[src/rtl/sfc_map.svh]
// sfc constants: framing bytes, modes and frame buffer size
// How it works
// - mode 0 transparent default, 1 framed, 2 escaped
// - receiver drops bytes before start delimiter
// - bad or failed-checksum frame: device end discards it entirely, host end streams it and pulses rx_bad only if its type is known
// - every frame starts with delimiter 0x7E
// - length MSB first, data, one checksum
// - length counts frame data bytes only
// - first data byte is frame type
// - checksum is 0xFF minus low sum byte
// - data plus checksum low byte equals 0xFF
// - escaped mode: unescaped 0x7E restarts frame
// - escape 0x7E 0x7D 0x11 0x13 after delimiter
// - escape is 0x7D then byte XOR 0x20
// - escaping covers length, data and checksum
// - length and checksum use unescaped values
// - host filters frames with unknown types
// - types below 0x80 requests, else responses
// - multi-byte values sent big-endian
`ifndef SFC_MAP_SVH
`define SFC_MAP_SVH
`define SFC_DELIM 8'h7E
`define SFC_ESC 8'h7D
`define SFC_XON 8'h11
`define SFC_XOFF 8'h13
`define SFC_ESC_XOR 8'h20
`define SFC_CSUM_OK 8'hFF
`define SFC_RESP_MIN 8'h80
`define SFC_MODE_TRANSP 2'h0
`define SFC_MODE_FRAMED 2'h1
`define SFC_MODE_ESCAPED 2'h2
`define SFC_BUF_AW 8
`define SFC_BUF_DEPTH 256
`define SFC_MAX_LEN 16'h0100
`endif

[src/rtl/sfc_pkg.sv]
// sfc types: receive and transmit state encodings
package sfc_pkg;
   typedef enum logic [2:0] {
      SFC_HUNT = 3'h0,
      SFC_LEN_HI = 3'h1,
      SFC_LEN_LO = 3'h2,
      SFC_DATA = 3'h3,
      SFC_CSUM = 3'h4,
      SFC_PLAY = 3'h5
   } sfc_rx_state_e;
   typedef enum logic [2:0] {
      SFC_TX_IDLE = 3'h0,
      SFC_TX_LEN_HI = 3'h1,
      SFC_TX_LEN_LO = 3'h2,
      SFC_TX_DATA = 3'h3,
      SFC_TX_CSUM = 3'h4
   } sfc_tx_state_e;
endpackage: sfc_pkg

[src/rtl/sfc_link_if.sv]
// sfc link interface: one byte stream each way with valid and ready
`timescale 1ns/100ps
`default_nettype none
interface sfc_link_if;
   logic h2d_valid;
   logic [7:0] h2d_data;
   logic h2d_ready;
   logic d2h_valid;
   logic [7:0] d2h_data;
   logic d2h_ready;
   modport dev (input h2d_valid, input h2d_data, output h2d_ready,
                output d2h_valid, output d2h_data, input d2h_ready);
   modport host (output h2d_valid, output h2d_data, input h2d_ready,
                 input d2h_valid, input d2h_data, output d2h_ready);
endinterface: sfc_link_if
`default_nettype wire

[src/rtl/sfc_frame_tx.sv]
// sfc transmit framer with optional escaping, shared by both ends
`timescale 1ns/100ps
`default_nettype none
`include "sfc_map.svh"
module sfc_frame_tx (
   input wire logic clk_sys,
   input wire logic rstn,
   input wire logic [1:0] mode,
   input wire logic in_valid,
   input wire logic [7:0] in_data,
   input wire logic [15:0] in_len,
   output logic in_ready,
   output logic out_valid,
   output logic [7:0] out_data,
   input wire logic out_ready
);
   sfc_pkg::sfc_tx_state_e state_reg, state_next;
   logic hold_valid_reg;
   logic [7:0] hold_data_reg;
   logic [15:0] hold_len_reg;
   logic out_valid_reg;
   logic [7:0] out_data_reg;
   logic esc_pend_reg;
   logic [7:0] esc_byte_reg;
   logic [15:0] len_reg;
   logic [15:0] cnt_reg;
   logic [7:0] sum_reg;
   logic [7:0] raw;
   logic emit;
   logic use_hold;
   logic delim;
   wire framed = (mode == `SFC_MODE_FRAMED) || (mode == `SFC_MODE_ESCAPED);
   wire escaped = (mode == `SFC_MODE_ESCAPED);
   wire slot = !out_valid_reg || out_ready;
   wire take_hold = in_valid && !hold_valid_reg;
   wire special = (raw == `SFC_DELIM) || (raw == `SFC_ESC) || (raw == `SFC_XON) || (raw == `SFC_XOFF);
   wire need_esc = escaped && !delim && special;
   wire leave_idle = (state_reg == sfc_pkg::SFC_TX_IDLE) && (state_next != sfc_pkg::SFC_TX_IDLE);

   always_comb begin
      state_next = state_reg;
      raw = 8'h00;
      emit = 1'b0;
      use_hold = 1'b0;
      delim = 1'b0;
      if (slot && !esc_pend_reg) begin
         unique case (state_reg)
            sfc_pkg::SFC_TX_IDLE: begin
               if (hold_valid_reg && framed) begin
                  raw = `SFC_DELIM;
                  delim = 1'b1;
                  emit = 1'b1;
                  state_next = sfc_pkg::SFC_TX_LEN_HI;
               end else if (hold_valid_reg) begin
                  raw = hold_data_reg;
                  emit = 1'b1;
                  use_hold = 1'b1;
               end
            end
            sfc_pkg::SFC_TX_LEN_HI: begin
               raw = len_reg[15:8];
               emit = 1'b1;
               state_next = sfc_pkg::SFC_TX_LEN_LO;
            end
            sfc_pkg::SFC_TX_LEN_LO: begin
               raw = len_reg[7:0];
               emit = 1'b1;
               state_next = (len_reg == 16'h0000) ? sfc_pkg::SFC_TX_CSUM : sfc_pkg::SFC_TX_DATA;
            end
            sfc_pkg::SFC_TX_DATA: begin
               if (hold_valid_reg) begin
                  raw = hold_data_reg;
                  emit = 1'b1;
                  use_hold = 1'b1;
                  if (cnt_reg == len_reg - 16'h0001) begin
                     state_next = sfc_pkg::SFC_TX_CSUM;
                  end
               end
            end
            sfc_pkg::SFC_TX_CSUM: begin
               raw = `SFC_CSUM_OK - sum_reg;
               emit = 1'b1;
               state_next = sfc_pkg::SFC_TX_IDLE;
            end
            default: state_next = sfc_pkg::SFC_TX_IDLE;
         endcase
      end
   end

   always_ff @(posedge clk_sys or negedge rstn) begin
      if (!rstn) begin
         state_reg <= sfc_pkg::SFC_TX_IDLE;
         out_valid_reg <= 1'b0;
         out_data_reg <= 8'h00;
         esc_pend_reg <= 1'b0;
         esc_byte_reg <= 8'h00;
      end else begin
         state_reg <= state_next;
         if (slot) begin
            out_valid_reg <= esc_pend_reg || emit;
         end
         if (slot && esc_pend_reg) begin
            out_data_reg <= esc_byte_reg;
            esc_pend_reg <= 1'b0;
         end else if (emit) begin
            out_data_reg <= need_esc ? `SFC_ESC : raw;
            esc_pend_reg <= need_esc;
            esc_byte_reg <= raw ^ `SFC_ESC_XOR;
         end
      end
   end

   // one-byte holding stage keeps the user ready a plain flop
   always_ff @(posedge clk_sys or negedge rstn) begin
      if (!rstn) begin
         hold_valid_reg <= 1'b0;
         hold_data_reg <= 8'h00;
         hold_len_reg <= 16'h0000;
      end else if (use_hold) begin
         hold_valid_reg <= 1'b0;
      end else if (take_hold) begin
         hold_valid_reg <= 1'b1;
         hold_data_reg <= in_data;
         hold_len_reg <= in_len;
      end
   end

   always_ff @(posedge clk_sys or negedge rstn) begin
      if (!rstn) begin
         len_reg <= 16'h0000;
         cnt_reg <= 16'h0000;
         sum_reg <= 8'h00;
      end else if (leave_idle) begin
         len_reg <= hold_len_reg;
         cnt_reg <= 16'h0000;
         sum_reg <= 8'h00;
      end else if (use_hold && state_reg == sfc_pkg::SFC_TX_DATA) begin
         cnt_reg <= cnt_reg + 16'h0001;
         sum_reg <= sum_reg + raw;
      end
   end

   assign in_ready = !hold_valid_reg;
   assign out_valid = out_valid_reg;
   assign out_data = out_data_reg;
endmodule: sfc_frame_tx
`default_nettype wire

[src/rtl/sfc_dev_end.sv]
// sfc device end: buffered deframer with checksum discard, plus framer
`timescale 1ns/100ps
`default_nettype none
`include "sfc_map.svh"
module sfc_dev_end (
   input wire logic clk_sys,
   input wire logic rstn,
   input wire logic [1:0] framing_mode_select,
   sfc_link_if.dev link,
   output logic rx_valid,
   output logic [7:0] rx_data,
   output logic rx_first,
   output logic rx_last,
   input wire logic rx_ready,
   input wire logic tx_valid,
   input wire logic [7:0] tx_data,
   input wire logic [15:0] tx_len,
   output logic tx_ready
);
   sfc_pkg::sfc_rx_state_e state_reg, state_next;
   logic ready_reg;
   logic esc_reg;
   logic [15:0] len_reg;
   logic [15:0] cnt_reg;
   logic [15:0] rd_reg;
   logic [7:0] sum_reg;
   logic ov_reg;
   logic [7:0] od_reg;
   logic first_reg;
   logic last_reg;
   logic ov_next;
   // whole frame is held until its checksum is known
   logic [7:0] buf_mem [0:`SFC_BUF_DEPTH-1];

   wire framed = (framing_mode_select == `SFC_MODE_FRAMED) || (framing_mode_select == `SFC_MODE_ESCAPED);
   wire escaped = (framing_mode_select == `SFC_MODE_ESCAPED);
   wire acc = link.h2d_valid && ready_reg;
   wire [7:0] raw = link.h2d_data;
   wire is_delim = (raw == `SFC_DELIM);
   wire esc_mark = escaped && !esc_reg && (raw == `SFC_ESC);
   wire resync = escaped && !esc_reg && is_delim;
   wire [7:0] b = esc_reg ? (raw ^ `SFC_ESC_XOR) : raw;
   wire [7:0] sum_new = sum_reg + b;
   wire [15:0] len_full = {len_reg[15:8], b};
   wire byte_in = acc && framed && !esc_mark;
   wire pass = acc && !framed;
   wire out_take = ov_reg && rx_ready;
   wire in_play = (state_reg == sfc_pkg::SFC_PLAY);
   wire play_load = in_play && (!ov_reg || out_take);
   wire play_more = rd_reg != len_reg;
   wire start = byte_in && (resync || (state_reg == sfc_pkg::SFC_HUNT && is_delim));
   wire data_wr = byte_in && !resync && (state_reg == sfc_pkg::SFC_DATA);

   always_comb begin
      state_next = state_reg;
      if (!framed) begin
         state_next = sfc_pkg::SFC_HUNT;
      end else if (byte_in && resync) begin
         state_next = sfc_pkg::SFC_LEN_HI;
      end else if (byte_in) begin
         unique case (state_reg)
            sfc_pkg::SFC_HUNT: begin
               if (is_delim) begin
                  state_next = sfc_pkg::SFC_LEN_HI;
               end
            end
            sfc_pkg::SFC_LEN_HI: state_next = sfc_pkg::SFC_LEN_LO;
            sfc_pkg::SFC_LEN_LO: begin
               if (len_full == 16'h0000) begin
                  state_next = sfc_pkg::SFC_CSUM;
               end else if (len_full > `SFC_MAX_LEN) begin
                  state_next = sfc_pkg::SFC_HUNT;
               end else begin
                  state_next = sfc_pkg::SFC_DATA;
               end
            end
            sfc_pkg::SFC_DATA: begin
               if (cnt_reg == len_reg - 16'h0001) begin
                  state_next = sfc_pkg::SFC_CSUM;
               end
            end
            sfc_pkg::SFC_CSUM: begin
               state_next = (sum_new == `SFC_CSUM_OK) ? sfc_pkg::SFC_PLAY : sfc_pkg::SFC_HUNT;
            end
            sfc_pkg::SFC_PLAY: state_next = sfc_pkg::SFC_PLAY;
            default: state_next = sfc_pkg::SFC_HUNT;
         endcase
      end else if (play_load && !play_more) begin
         state_next = sfc_pkg::SFC_HUNT;
      end
   end

   always_comb begin
      ov_next = ov_reg && !rx_ready;
      if (pass || (play_load && play_more)) begin
         ov_next = 1'b1;
      end
   end

   always_ff @(posedge clk_sys or negedge rstn) begin
      if (!rstn) begin
         state_reg <= sfc_pkg::SFC_HUNT;
         ready_reg <= 1'b0;
         esc_reg <= 1'b0;
      end else begin
         state_reg <= state_next;
         // link is stalled while a frame plays out, so the buffer is never overwritten
         ready_reg <= (state_next != sfc_pkg::SFC_PLAY) && !ov_next;
         if (acc) begin
            esc_reg <= esc_mark;
         end
      end
   end

   always_ff @(posedge clk_sys or negedge rstn) begin
      if (!rstn) begin
         len_reg <= 16'h0000;
         cnt_reg <= 16'h0000;
         sum_reg <= 8'h00;
      end else if (start) begin
         cnt_reg <= 16'h0000;
         sum_reg <= 8'h00;
      end else if (byte_in && state_reg == sfc_pkg::SFC_LEN_HI) begin
         len_reg[15:8] <= b;
      end else if (byte_in && state_reg == sfc_pkg::SFC_LEN_LO) begin
         len_reg[7:0] <= b;
      end else if (data_wr) begin
         cnt_reg <= cnt_reg + 16'h0001;
         sum_reg <= sum_new;
      end
   end

   always_ff @(posedge clk_sys) begin
      if (data_wr) begin
         buf_mem[cnt_reg[`SFC_BUF_AW-1:0]] <= b;
      end
   end

   always_ff @(posedge clk_sys or negedge rstn) begin
      if (!rstn) begin
         rd_reg <= 16'h0000;
      end else if (!in_play) begin
         rd_reg <= 16'h0000;
      end else if (play_load && play_more) begin
         rd_reg <= rd_reg + 16'h0001;
      end
   end

   always_ff @(posedge clk_sys or negedge rstn) begin
      if (!rstn) begin
         ov_reg <= 1'b0;
         od_reg <= 8'h00;
         first_reg <= 1'b0;
         last_reg <= 1'b0;
      end else begin
         ov_reg <= ov_next;
         if (pass) begin
            od_reg <= raw;
            first_reg <= 1'b0;
            last_reg <= 1'b0;
         end else if (play_load && play_more) begin
            od_reg <= buf_mem[rd_reg[`SFC_BUF_AW-1:0]];
            first_reg <= (rd_reg == 16'h0000);
            last_reg <= (rd_reg == len_reg - 16'h0001);
         end
      end
   end

   sfc_frame_tx u_tx (
      .clk_sys(clk_sys),
      .rstn(rstn),
      .mode(framing_mode_select),
      .in_valid(tx_valid),
      .in_data(tx_data),
      .in_len(tx_len),
      .in_ready(tx_ready),
      .out_valid(link.d2h_valid),
      .out_data(link.d2h_data),
      .out_ready(link.d2h_ready)
   );

   assign link.h2d_ready = ready_reg;
   assign rx_valid = ov_reg;
   assign rx_data = od_reg;
   assign rx_first = first_reg;
   assign rx_last = last_reg;
endmodule: sfc_dev_end
`default_nettype wire

[src/flat_wrapper.sv]
// flat-port wrapper written by rule: the top's interface ports become plain ports
module sfc_dev_end_flat 
  (clk_sys, rstn, framing_mode_select, rx_valid, rx_data, rx_first, rx_last, rx_ready, tx_valid, tx_data, tx_len, tx_ready, link_h2d_valid, link_h2d_data, link_h2d_ready, link_d2h_valid, link_d2h_data, link_d2h_ready);
  sfc_link_if link_i ();
  input wire logic clk_sys;
  input wire logic rstn;
  input wire logic [1:0] framing_mode_select;
  output logic rx_valid;
  output logic [7:0] rx_data;
  output logic rx_first;
  output logic rx_last;
  input wire logic rx_ready;
  input wire logic tx_valid;
  input wire logic [7:0] tx_data;
  input wire logic [15:0] tx_len;
  output logic tx_ready;
  input wire logic [$bits(link_i.h2d_valid)-1:0] link_h2d_valid;
  input wire logic [$bits(link_i.h2d_data)-1:0] link_h2d_data;
  output wire logic [$bits(link_i.h2d_ready)-1:0] link_h2d_ready;
  output wire logic [$bits(link_i.d2h_valid)-1:0] link_d2h_valid;
  output wire logic [$bits(link_i.d2h_data)-1:0] link_d2h_data;
  input wire logic [$bits(link_i.d2h_ready)-1:0] link_d2h_ready;
  assign link_i.h2d_valid = link_h2d_valid;
  assign link_i.h2d_data = link_h2d_data;
  assign link_h2d_ready = link_i.h2d_ready;
  assign link_d2h_valid = link_i.d2h_valid;
  assign link_d2h_data = link_i.d2h_data;
  assign link_i.d2h_ready = link_d2h_ready;
  sfc_dev_end u_core (.clk_sys(clk_sys), .rstn(rstn), .framing_mode_select(framing_mode_select), .link(link_i), .rx_valid(rx_valid), .rx_data(rx_data), .rx_first(rx_first), .rx_last(rx_last), .rx_ready(rx_ready), .tx_valid(tx_valid), .tx_data(tx_data), .tx_len(tx_len), .tx_ready(tx_ready));
endmodule
[config.mk]
export PLATFORM = sky130hd
export DESIGN_NAME = sfc_dev_end_flat
export DESIGN_NICKNAME = d
export VERILOG_FILES = /design/src/rtl/sfc_pkg.sv /design/src/rtl/sfc_link_if.sv /design/src/rtl/sfc_frame_tx.sv /design/src/rtl/sfc_dev_end.sv /design/src/flat_wrapper.sv
export VERILOG_INCLUDE_DIRS = /design/src /design/src/rtl
export SDC_FILE = /design/constraint.sdc
export NUM_CORES = 2
export LEC_CHECK = 0
export BUFFER_PORTS_ARGS = -buffer_cell sky130_fd_sc_hd__buf_4
export CAP_MARGIN = 40
export CORE_UTILIZATION = 45
export DETAILED_ROUTE_END_ITERATION = 6
export SLEW_MARGIN = 40
export SYNTH_ARGS = -nofsm -noshare
export SYNTH_HDL_FRONTEND = slang
export SYNTH_SLANG_ARGS = --single-unit
export TNS_END_PERCENT = 100
[constraint.sdc]
create_clock -name clk_sys -period 6.4 [get_ports clk_sys]
set_input_delay 1.28 -clock clk_sys [delete_from_list [all_inputs] [get_ports clk_sys]]
set_output_delay 1.28 -clock clk_sys [all_outputs]
set_load 0.01 [all_outputs]
After elaboration in Yosys (flattened, before gate mapping)
Memory sizes are Yosys's and may differ from the RTL's.
Cells that the tools add are included.
{ "word_totals": {"rom_bits": 0, "latch_bits": 0, "out_inout_bits": 22, "ramBits": 2048, "ff_bits": 158, "wordCells": 192, "mem_count": 1} }
{ "op_classes": {"magnitude_cmp": 1, "multipliers": 0, "n_eq_ne": 26, "n_shift": 0, "n_reduce_logical": 66, "muxes": 61, "addsub": 8, "div_mod_pow": 0, "bitwise_logic": 6} }
{ "mem_list": {"columns": ["memory", "words", "word_bits", "rd", "rd_clocked_by_memory_dff", "wr", "line_no", "source"], "rows": [
  ["u_core.buf_mem", 256, 8, 1, 0, 1, "sfc_dev_end.sv:33", "logic [7:0] buf_mem [0:`SFC_BUF_DEPTH-1];"]
]} }
{ "ops": {"columns": ["op", "n"], "rows": [
  ["2-to-1 mux 16 bit", 8],
  ["2-to-1 mux 8 bit", 14],
  ["adder 16 x 1 -> 16 bit, second input constant", 3],
  ["equality test 16 bit", 3],
  ["zero test 16 bit", 3],
  ["one-hot mux 8 bit (5 select lines)", 1],
  ["2-to-1 mux 3 bit", 13],
  ["equality test 8 x 7 -> 1 bit, second input constant", 4],
  ["subtractor 16 x 1 -> 16 bit, second input constant", 2],
  ["logical AND 1 bit", 28],
  ["2-to-1 mux 1 bit", 19],
  ["one-hot mux 3 bit (6 select lines)", 1],
  ["adder 8 bit", 2],
  ["equality test 8 x 5 -> 1 bit, second input constant", 2],
  ["> comparator 16 x 9 -> 1 bit, second input constant", 1],
  ["inequality test 16 bit", 1],
  ["equality test 3 x 2 -> 1 bit, second input constant", 4],
  ["zero test 1 bit", 12],
  ["one-hot mux 3 bit (4 select lines)", 1],
  ["nonzero test 2 bit", 5],
  ["equality test 3 bit, second input constant", 3],
  ["logical OR 1 bit", 9],
  ["equality test 8 bit, second input constant", 1],
  ["subtractor 8 bit, first input constant", 1],
  ["other kinds (16)", 27]
]} }

Depth between registers and ports, before layout
{ "depth": {"depth_word": 14, "depth_mapped": 17, "ltp_nobuf": 16} }

Modules after synthesis
Synthesis repeated with hierarchy kept, for this count alone.
{ "hier_totals": {"cells_unflattened": 4666, "hier_area_um2": 89354.4} }
{ "modules_own_cells": {"columns": ["module", "n_inst", "cells_per_inst", "area_each_um2", "seq_area_each_um2"], "rows": [
  ["sfc_dev_end", 1, 4212, 84633.7, 63300.7],
  ["sfc_frame_tx", 1, 454, 4720.8, 2152.1]
]} }

Worst setup path after synthesis
Ideal clock, no wire load.
{ "synth_path": {"kind": "input to register", "from": "input link_h2d_data[5]", "to": "register u_core.ready_reg, in the netlist u_core.link.h2d_ready", "required_time_ns": 6.267, "setup_ns": 0.133, "path_buffers": 0, "t_arrival_ns": 6.016, "path_slack_ns": 0.252, "cell_stages": 11, "cell_sequence": "xnor2_1 inv_1 ha_1 o21ai_0 nand2b_1 a31oi_1 xnor2_1 o41ai_1 a211oi_1 nor3_1 a31oi_1"} }
{ "synth_between": {"elab_chain_len": 11, "word_cells_on_any_way": 23, "classes_between": "add/sub: 1; order compare: 1; eq/ne: 4; mux: 9; bitwise: 1; reduce/logical: 7"} }
{ "synth_rtl": {"columns": ["item", "line_no", "source"], "rows": [
  ["from (decl)", "flat_wrapper.sv:18", "input wire logic [$bits(link_i.h2d_data)-1:0] link_h2d_data;"],
  ["inverter 1 bit (no line)", null, null],
  ["2-to-1 mux 6 bit *", "sfc_dev_end.sv:42", "wire [7:0] b = esc_reg ? (raw ^ `SFC_ESC_XOR) : raw;"],
  ["via u_core.b[5]", "sfc_dev_end.sv:42", null],
  ["adder 8 bit / > comparator 16 x 9 -> 1 bit (equally long branches)", null, null],
  ["equality test 8 bit (no line) / 2-to-1 mux 2 bit (equally long branches)", null, null],
  ["2-to-1 mux 3 bit (on tied branches)", "sfc_dev_end.sv:83, sfc_dev_end.sv:69", null],
  ["one-hot mux 3 bit (6 select lines) *", "sfc_dev_end.sv:61", "unique case (state_reg)"],
  ["2-to-1 mux 3 bit *", "sfc_dev_end.sv:60", "end else if (byte_in) begin"],
  ["2-to-1 mux 3 bit *", "sfc_dev_end.sv:58", "end else if (byte_in && resync) begin"],
  ["2-to-1 mux 3 bit *", "sfc_dev_end.sv:56", "if (!framed) begin"],
  ["via u_core.state_next[0]", "sfc_dev_end.sv:20", "sfc_pkg::sfc_rx_state_e state_reg, state_next;"],
  ["inequality test 3 bit *", "sfc_dev_end.sv:108", "ready_reg <= (state_next != sfc_pkg::SFC_PLAY) && !ov_next;"],
  ["logical AND 1 bit *", "sfc_dev_end.sv:108", null],
  ["to (signal assigned)", "sfc_dev_end.sv:108", null],
  ["to (decl)", "sfc_dev_end.sv:21", "logic ready_reg;"]
]} }
The timed path passes the listed nets; every way through them passes the cells marked *.
A chain may end at the register's enable or synchronous reset.

Worst setup path after layout
{ "layout_path": {"from": "input framing_mode_select[0]", "to": "memory u_core.buf_mem[183][0] (enable)"} }
{ "layout_between": {"elab_chain_len": 9, "word_cells_on_any_way": 14, "classes_between": "eq/ne: 2; mux: 2; reduce/logical: 10"} }
{ "layout_rtl": {"columns": ["item", "line_no", "source"], "rows": [
  ["from (decl)", "flat_wrapper.sv:7", "input wire logic [1:0] framing_mode_select;"],
  ["equality test 2 bit (no line)", null, null],
  ["logical AND 1 bit", "sfc_dev_end.sv:40, sfc_dev_end.sv:41", null],
  ["logical AND 1 bit", "sfc_dev_end.sv:40", "wire esc_mark = escaped && !esc_reg && (raw == `SFC_ESC);"],
  ["zero test 1 bit", "sfc_dev_end.sv:45", "wire byte_in = acc && framed && !esc_mark;"],
  ["logical AND 1 bit", "sfc_dev_end.sv:45", null],
  ["logical AND 1 bit * (2 in a row)", "sfc_dev_end.sv:52", "wire data_wr = byte_in && !resync && (state_reg == sfc_pkg::SFC_DATA);"],
  ["2-to-1 mux 1 bit *", "sfc_dev_end.sv:134", "if (data_wr) begin"],
  ["2-to-1 mux 1 bit *", "sfc_dev_end.sv:135", "buf_mem[cnt_reg[`SFC_BUF_AW-1:0]] <= b;"],
  ["to (decl)", "sfc_dev_end.sv:33", null]
]} }
Mark *: on every way between the ends. The rest lies on a longest branch, timed or not.

==> flow_metrics.py <==
metrics = {
    "timing": {
        "setup_viol": 0,
        "slew_violations": 0,
        "fin_skew_ns": 0.0512,
        "period_minus_slack_ns": 4.63,
        "slew_headroom_pct": 43.3,
        "finalCritPeriodShare_pct": 72.4,
        "rsz0062_at_grt": "false",
        "hold_ws_ns": 0.361,
        "fmax_mhz": 216,
        "hold_viol_final": 0,
        "worstMarginPinSlew_ns": 0.829,
        "fin_setup_tns_ns": 0,
    },
    "clocking": {
        "cts_max_level": 4,
        "cts.repair.resized": 0,
        "hold_buffers": 0,
        "cts_buffers": 216,
        "clockRootBuffer": "clkbuf_16",
        "clock_path_buffers": 3,
        "cts_setup_buffers": 0,
        "clock_sinks": 2206,
        "worst_skew_pair.late_latency_ns": 0.89,
        "clk_pin_slew_ns": 0.06,
        "cts_tree": "built",
    },
    "placed_design": {
        "gp_congestion": 0.862,
        "numPortBuffers": 61,
        "dp_hpwl_um": 149000,
        "placed_cells": 7073,
    },
    "critical_path": {
        "cp-start-kind": "input port",
        "reg2reg_depth": 8,
        "critical_path.startpoint": "framing_mode_select[0]",
        "worstSetupPathType": "in2reg",
        "crit_path_end_kind": "flip-flop",
        "reg2reg_from": "u_core.rd_reg[0]",
        "cp-endpoint": "u_core.buf_mem[183][0]",
        "cp.required_ns": 6.88,
        "worstReg2RegEnd": "u_core.rx_data[0]",
        "crit_fanout": 16,
        "reg2reg_slack_ns": 2.03,
        "cp.arrival_ns": 5.12,
    },
    "final_layout": {
        "largest_reg_flops": 2048,
        "drive_gt1_share_pct": 24.6,
        "layout_common_cells": "edfxtp_1 (2048), mux4_2 (570), nor2_1 (364), clkbuf_16 (216), nand2_1 (155)",
        "final_common_cell": "edfxtp_1",
        "synthToLayoutAreaGrowth_pct": 12.5,
        "nNetsFinal": 4735,
        "final_util_pct": 51.0,
        "stdcell_count": 7483,
    },
    "logic_synthesis": {
        "synth_simple_gate_area_share_pct": 4.36,
        "netlist_instances": 4534,
        "avgSynthCellArea_um2": 19.5,
        "syn_nets": 4600,
        "synth_top_family_by_area": "multiplexers",
        "ys_seq_area_share_pct": 74.0,
        "async_reset_ff_share_pct": 7.16,
        "yosys_warnings": 0,
        "ys_ff_latch": 2206,
        "synthAdderAreaFrac_pct": 0.385,
        "ys.flop_type": "edfxtp_1",
        "muxShareOfSynthArea_pct": 16.1,
        "ys_types": 80,
        "synth.cell_area_mm2": 0.0885,
        "synth_edf_count": 2048,
        "synthXorXnorAreaFrac_pct": 1.18,
        "synth_compound_area_share_pct": 2.63,
    },
    "routing": {
        "wl_per_cell_um": 32.3,
        "wirelength_um": 241000,
        "drc": 0,
        "antenna_left": 0,
        "vias": 45796,
        "drtIter0Drc": 5457,
        "firstDrtPassIters": 6,
        "viasPerCell": 6.12,
    },
    "grt": {
        "met1_usage_pct": 35.4,
        "grt_use_met2_pct": 37.7,
        "grt_pass1_vias": 45914,
        "overflow": 0,
        "top_usage_layer": "met2",
        "grt_max_degree": 164,
        "grt_pass1_wl_um": 347000,
        "grt_usage_pct": 24.5,
        "antenna_found_initial": 10,
        "grt_use_met3_pct": 5.15,
    },
    "floorplanning": {
        "die-area_mm2": 0.198,
        "io_pins": 62,
        "core-area_mm2": 0.195,
        "die_y_um": 445,
        "rows": 162,
        "start_util_pct": 45.3,
        "die_w_um": 445,
    },
    "job": {
        "max-cap-violations": 0,
    },
    "power": {
        "power_mw": 31.7,
        "pwr-share-clk_pct": 39.7,
        "switching_share_pct": 24.1,
        "ir_worst_vdd_mv": 0.240,
        "share_comb_of_total_power_pct": 8.0,
        "p_per_area_mw_per_mm2": 318,
        "p_seq_share_pct": 52.2,
        "p_int_mw": 24.0,
        "p_leak_nw": 30.8,
        "switching_power_mw": 7.63,
    },
    "min_path": {
        "hold_path.class": "in2async",
    },
    "outcome": {
        "outcome": "finished, final reports clean",
    },
}
## routing by layer
metal	vias to the layer above	part of all wire, %
li1	18817	-
met1	24384	41
met2	2232	46
met3	355	9.1
met4	8	3.0
met5	-	0.021
## power groups by stage
stage,Clock (mW),Sequential [mW],Combinational [mW]
floorplan,0,16.6,1.62
global placement,0,16.8,2.50
detailed placement,0,16.8,2.53
CTS,12.8,16.5,2.53
global route,13.3,16.6,2.77
finish,12.6,16.5,2.54
## cells in the mapped netlist (10+ instances only)
master / n / area [µm²]
a2111oi_0: 15 / 131
a211oi_1: 25 / 188
a21o_1: 10 / 75.1
a21oi_1: 60 / 300
a22oi_1: 33 / 248
a31oi_1: 26 / 163
buf_1: 37 / 139
buf_2: 74 / 370
buf_4: 14 / 105
clkbuf_1: 138 / 518
dfrtp_1: 158 / 3950
edfxtp_1: 2048 / 61500
ha_1: 24 / 300
inv_1: 26 / 97.6
mux2_2: 57 / 642
mux2i_1: 76 / 761
mux4_2: 570 / 12800
nand2_1: 169 / 634
nand3_1: 73 / 365
nand4_1: 29 / 181
nor2_1: 379 / 1420
nor2b_1: 35 / 219
nor3_1: 43 / 215
nor4_1: 19 / 119
o211ai_1: 14 / 105
o21ai_0: 72 / 360
o221ai_1: 10 / 87.6
o22ai_1: 18 / 113
or3_1: 23 / 144
xnor2_1: 61 / 534
xor2_1: 56 / 490
## final cells by class
type                            instances  area, µm²
Sequential cell                      2206      65500
Multi-Input combinational cell       2036      21900
Tap cell                             2624       3280
Inverter                               29        121
Antenna cell                            4       10.0
Fill cell                           15436      95700
Clock buffer                          266       5640
Clock inverter                        138       1340
Timing Repair Buffer                  180       1730
## metrics by stage
stage               instance area, µm²  worst slack (ns)
finish                           99500              1.77
floorplan                        88500             0.252
detailed placement               92500              1.07
global route                     99500              1.67
global placement                 92400             0.711
CTS                              99400              1.98
## kinds of logic after synthesis
| kind of cell | Yosys count |
|---|---|
| flops | 2206 |
| simple gates | 843 |
| mux | 703 |
| compound gates | 346 |
| buf+inv | 292 |
| xor+xnor | 118 |
| fa+ha+maj | 26 |
## worst max-delay path: stages
cell      delay (ns)
buf_4           0.08
inv_1           0.03
ha_1            0.30
buf_4           0.19
nand3b_1        0.20
a41oi_1         0.33
and2_0          0.19
buf_4           0.21
and3_1          0.70
nand2_1         0.72
nor2_1          0.85
## worst min path at each step
stage,from,to,slack (ns),cells past startpoint
6_report,rstn,u_core.rx_first,0.36,1
5_1_grt,rstn,u_core.rx_first,0.36,1
4_1_cts,rstn,u_core.rx_first,0.32,1
3_5_place_dp,u_core.u_tx.esc_byte_reg[4],u_core.u_tx.out_data[4],0.47,2
3_3_place_gp,u_core.u_tx.esc_byte_reg[4],u_core.u_tx.out_data[4],0.46,2
2_1_floorplan,u_core.u_tx.esc_byte_reg[4],u_core.u_tx.out_data[4],0.44,2
Power figures use the tool's default switching activity.
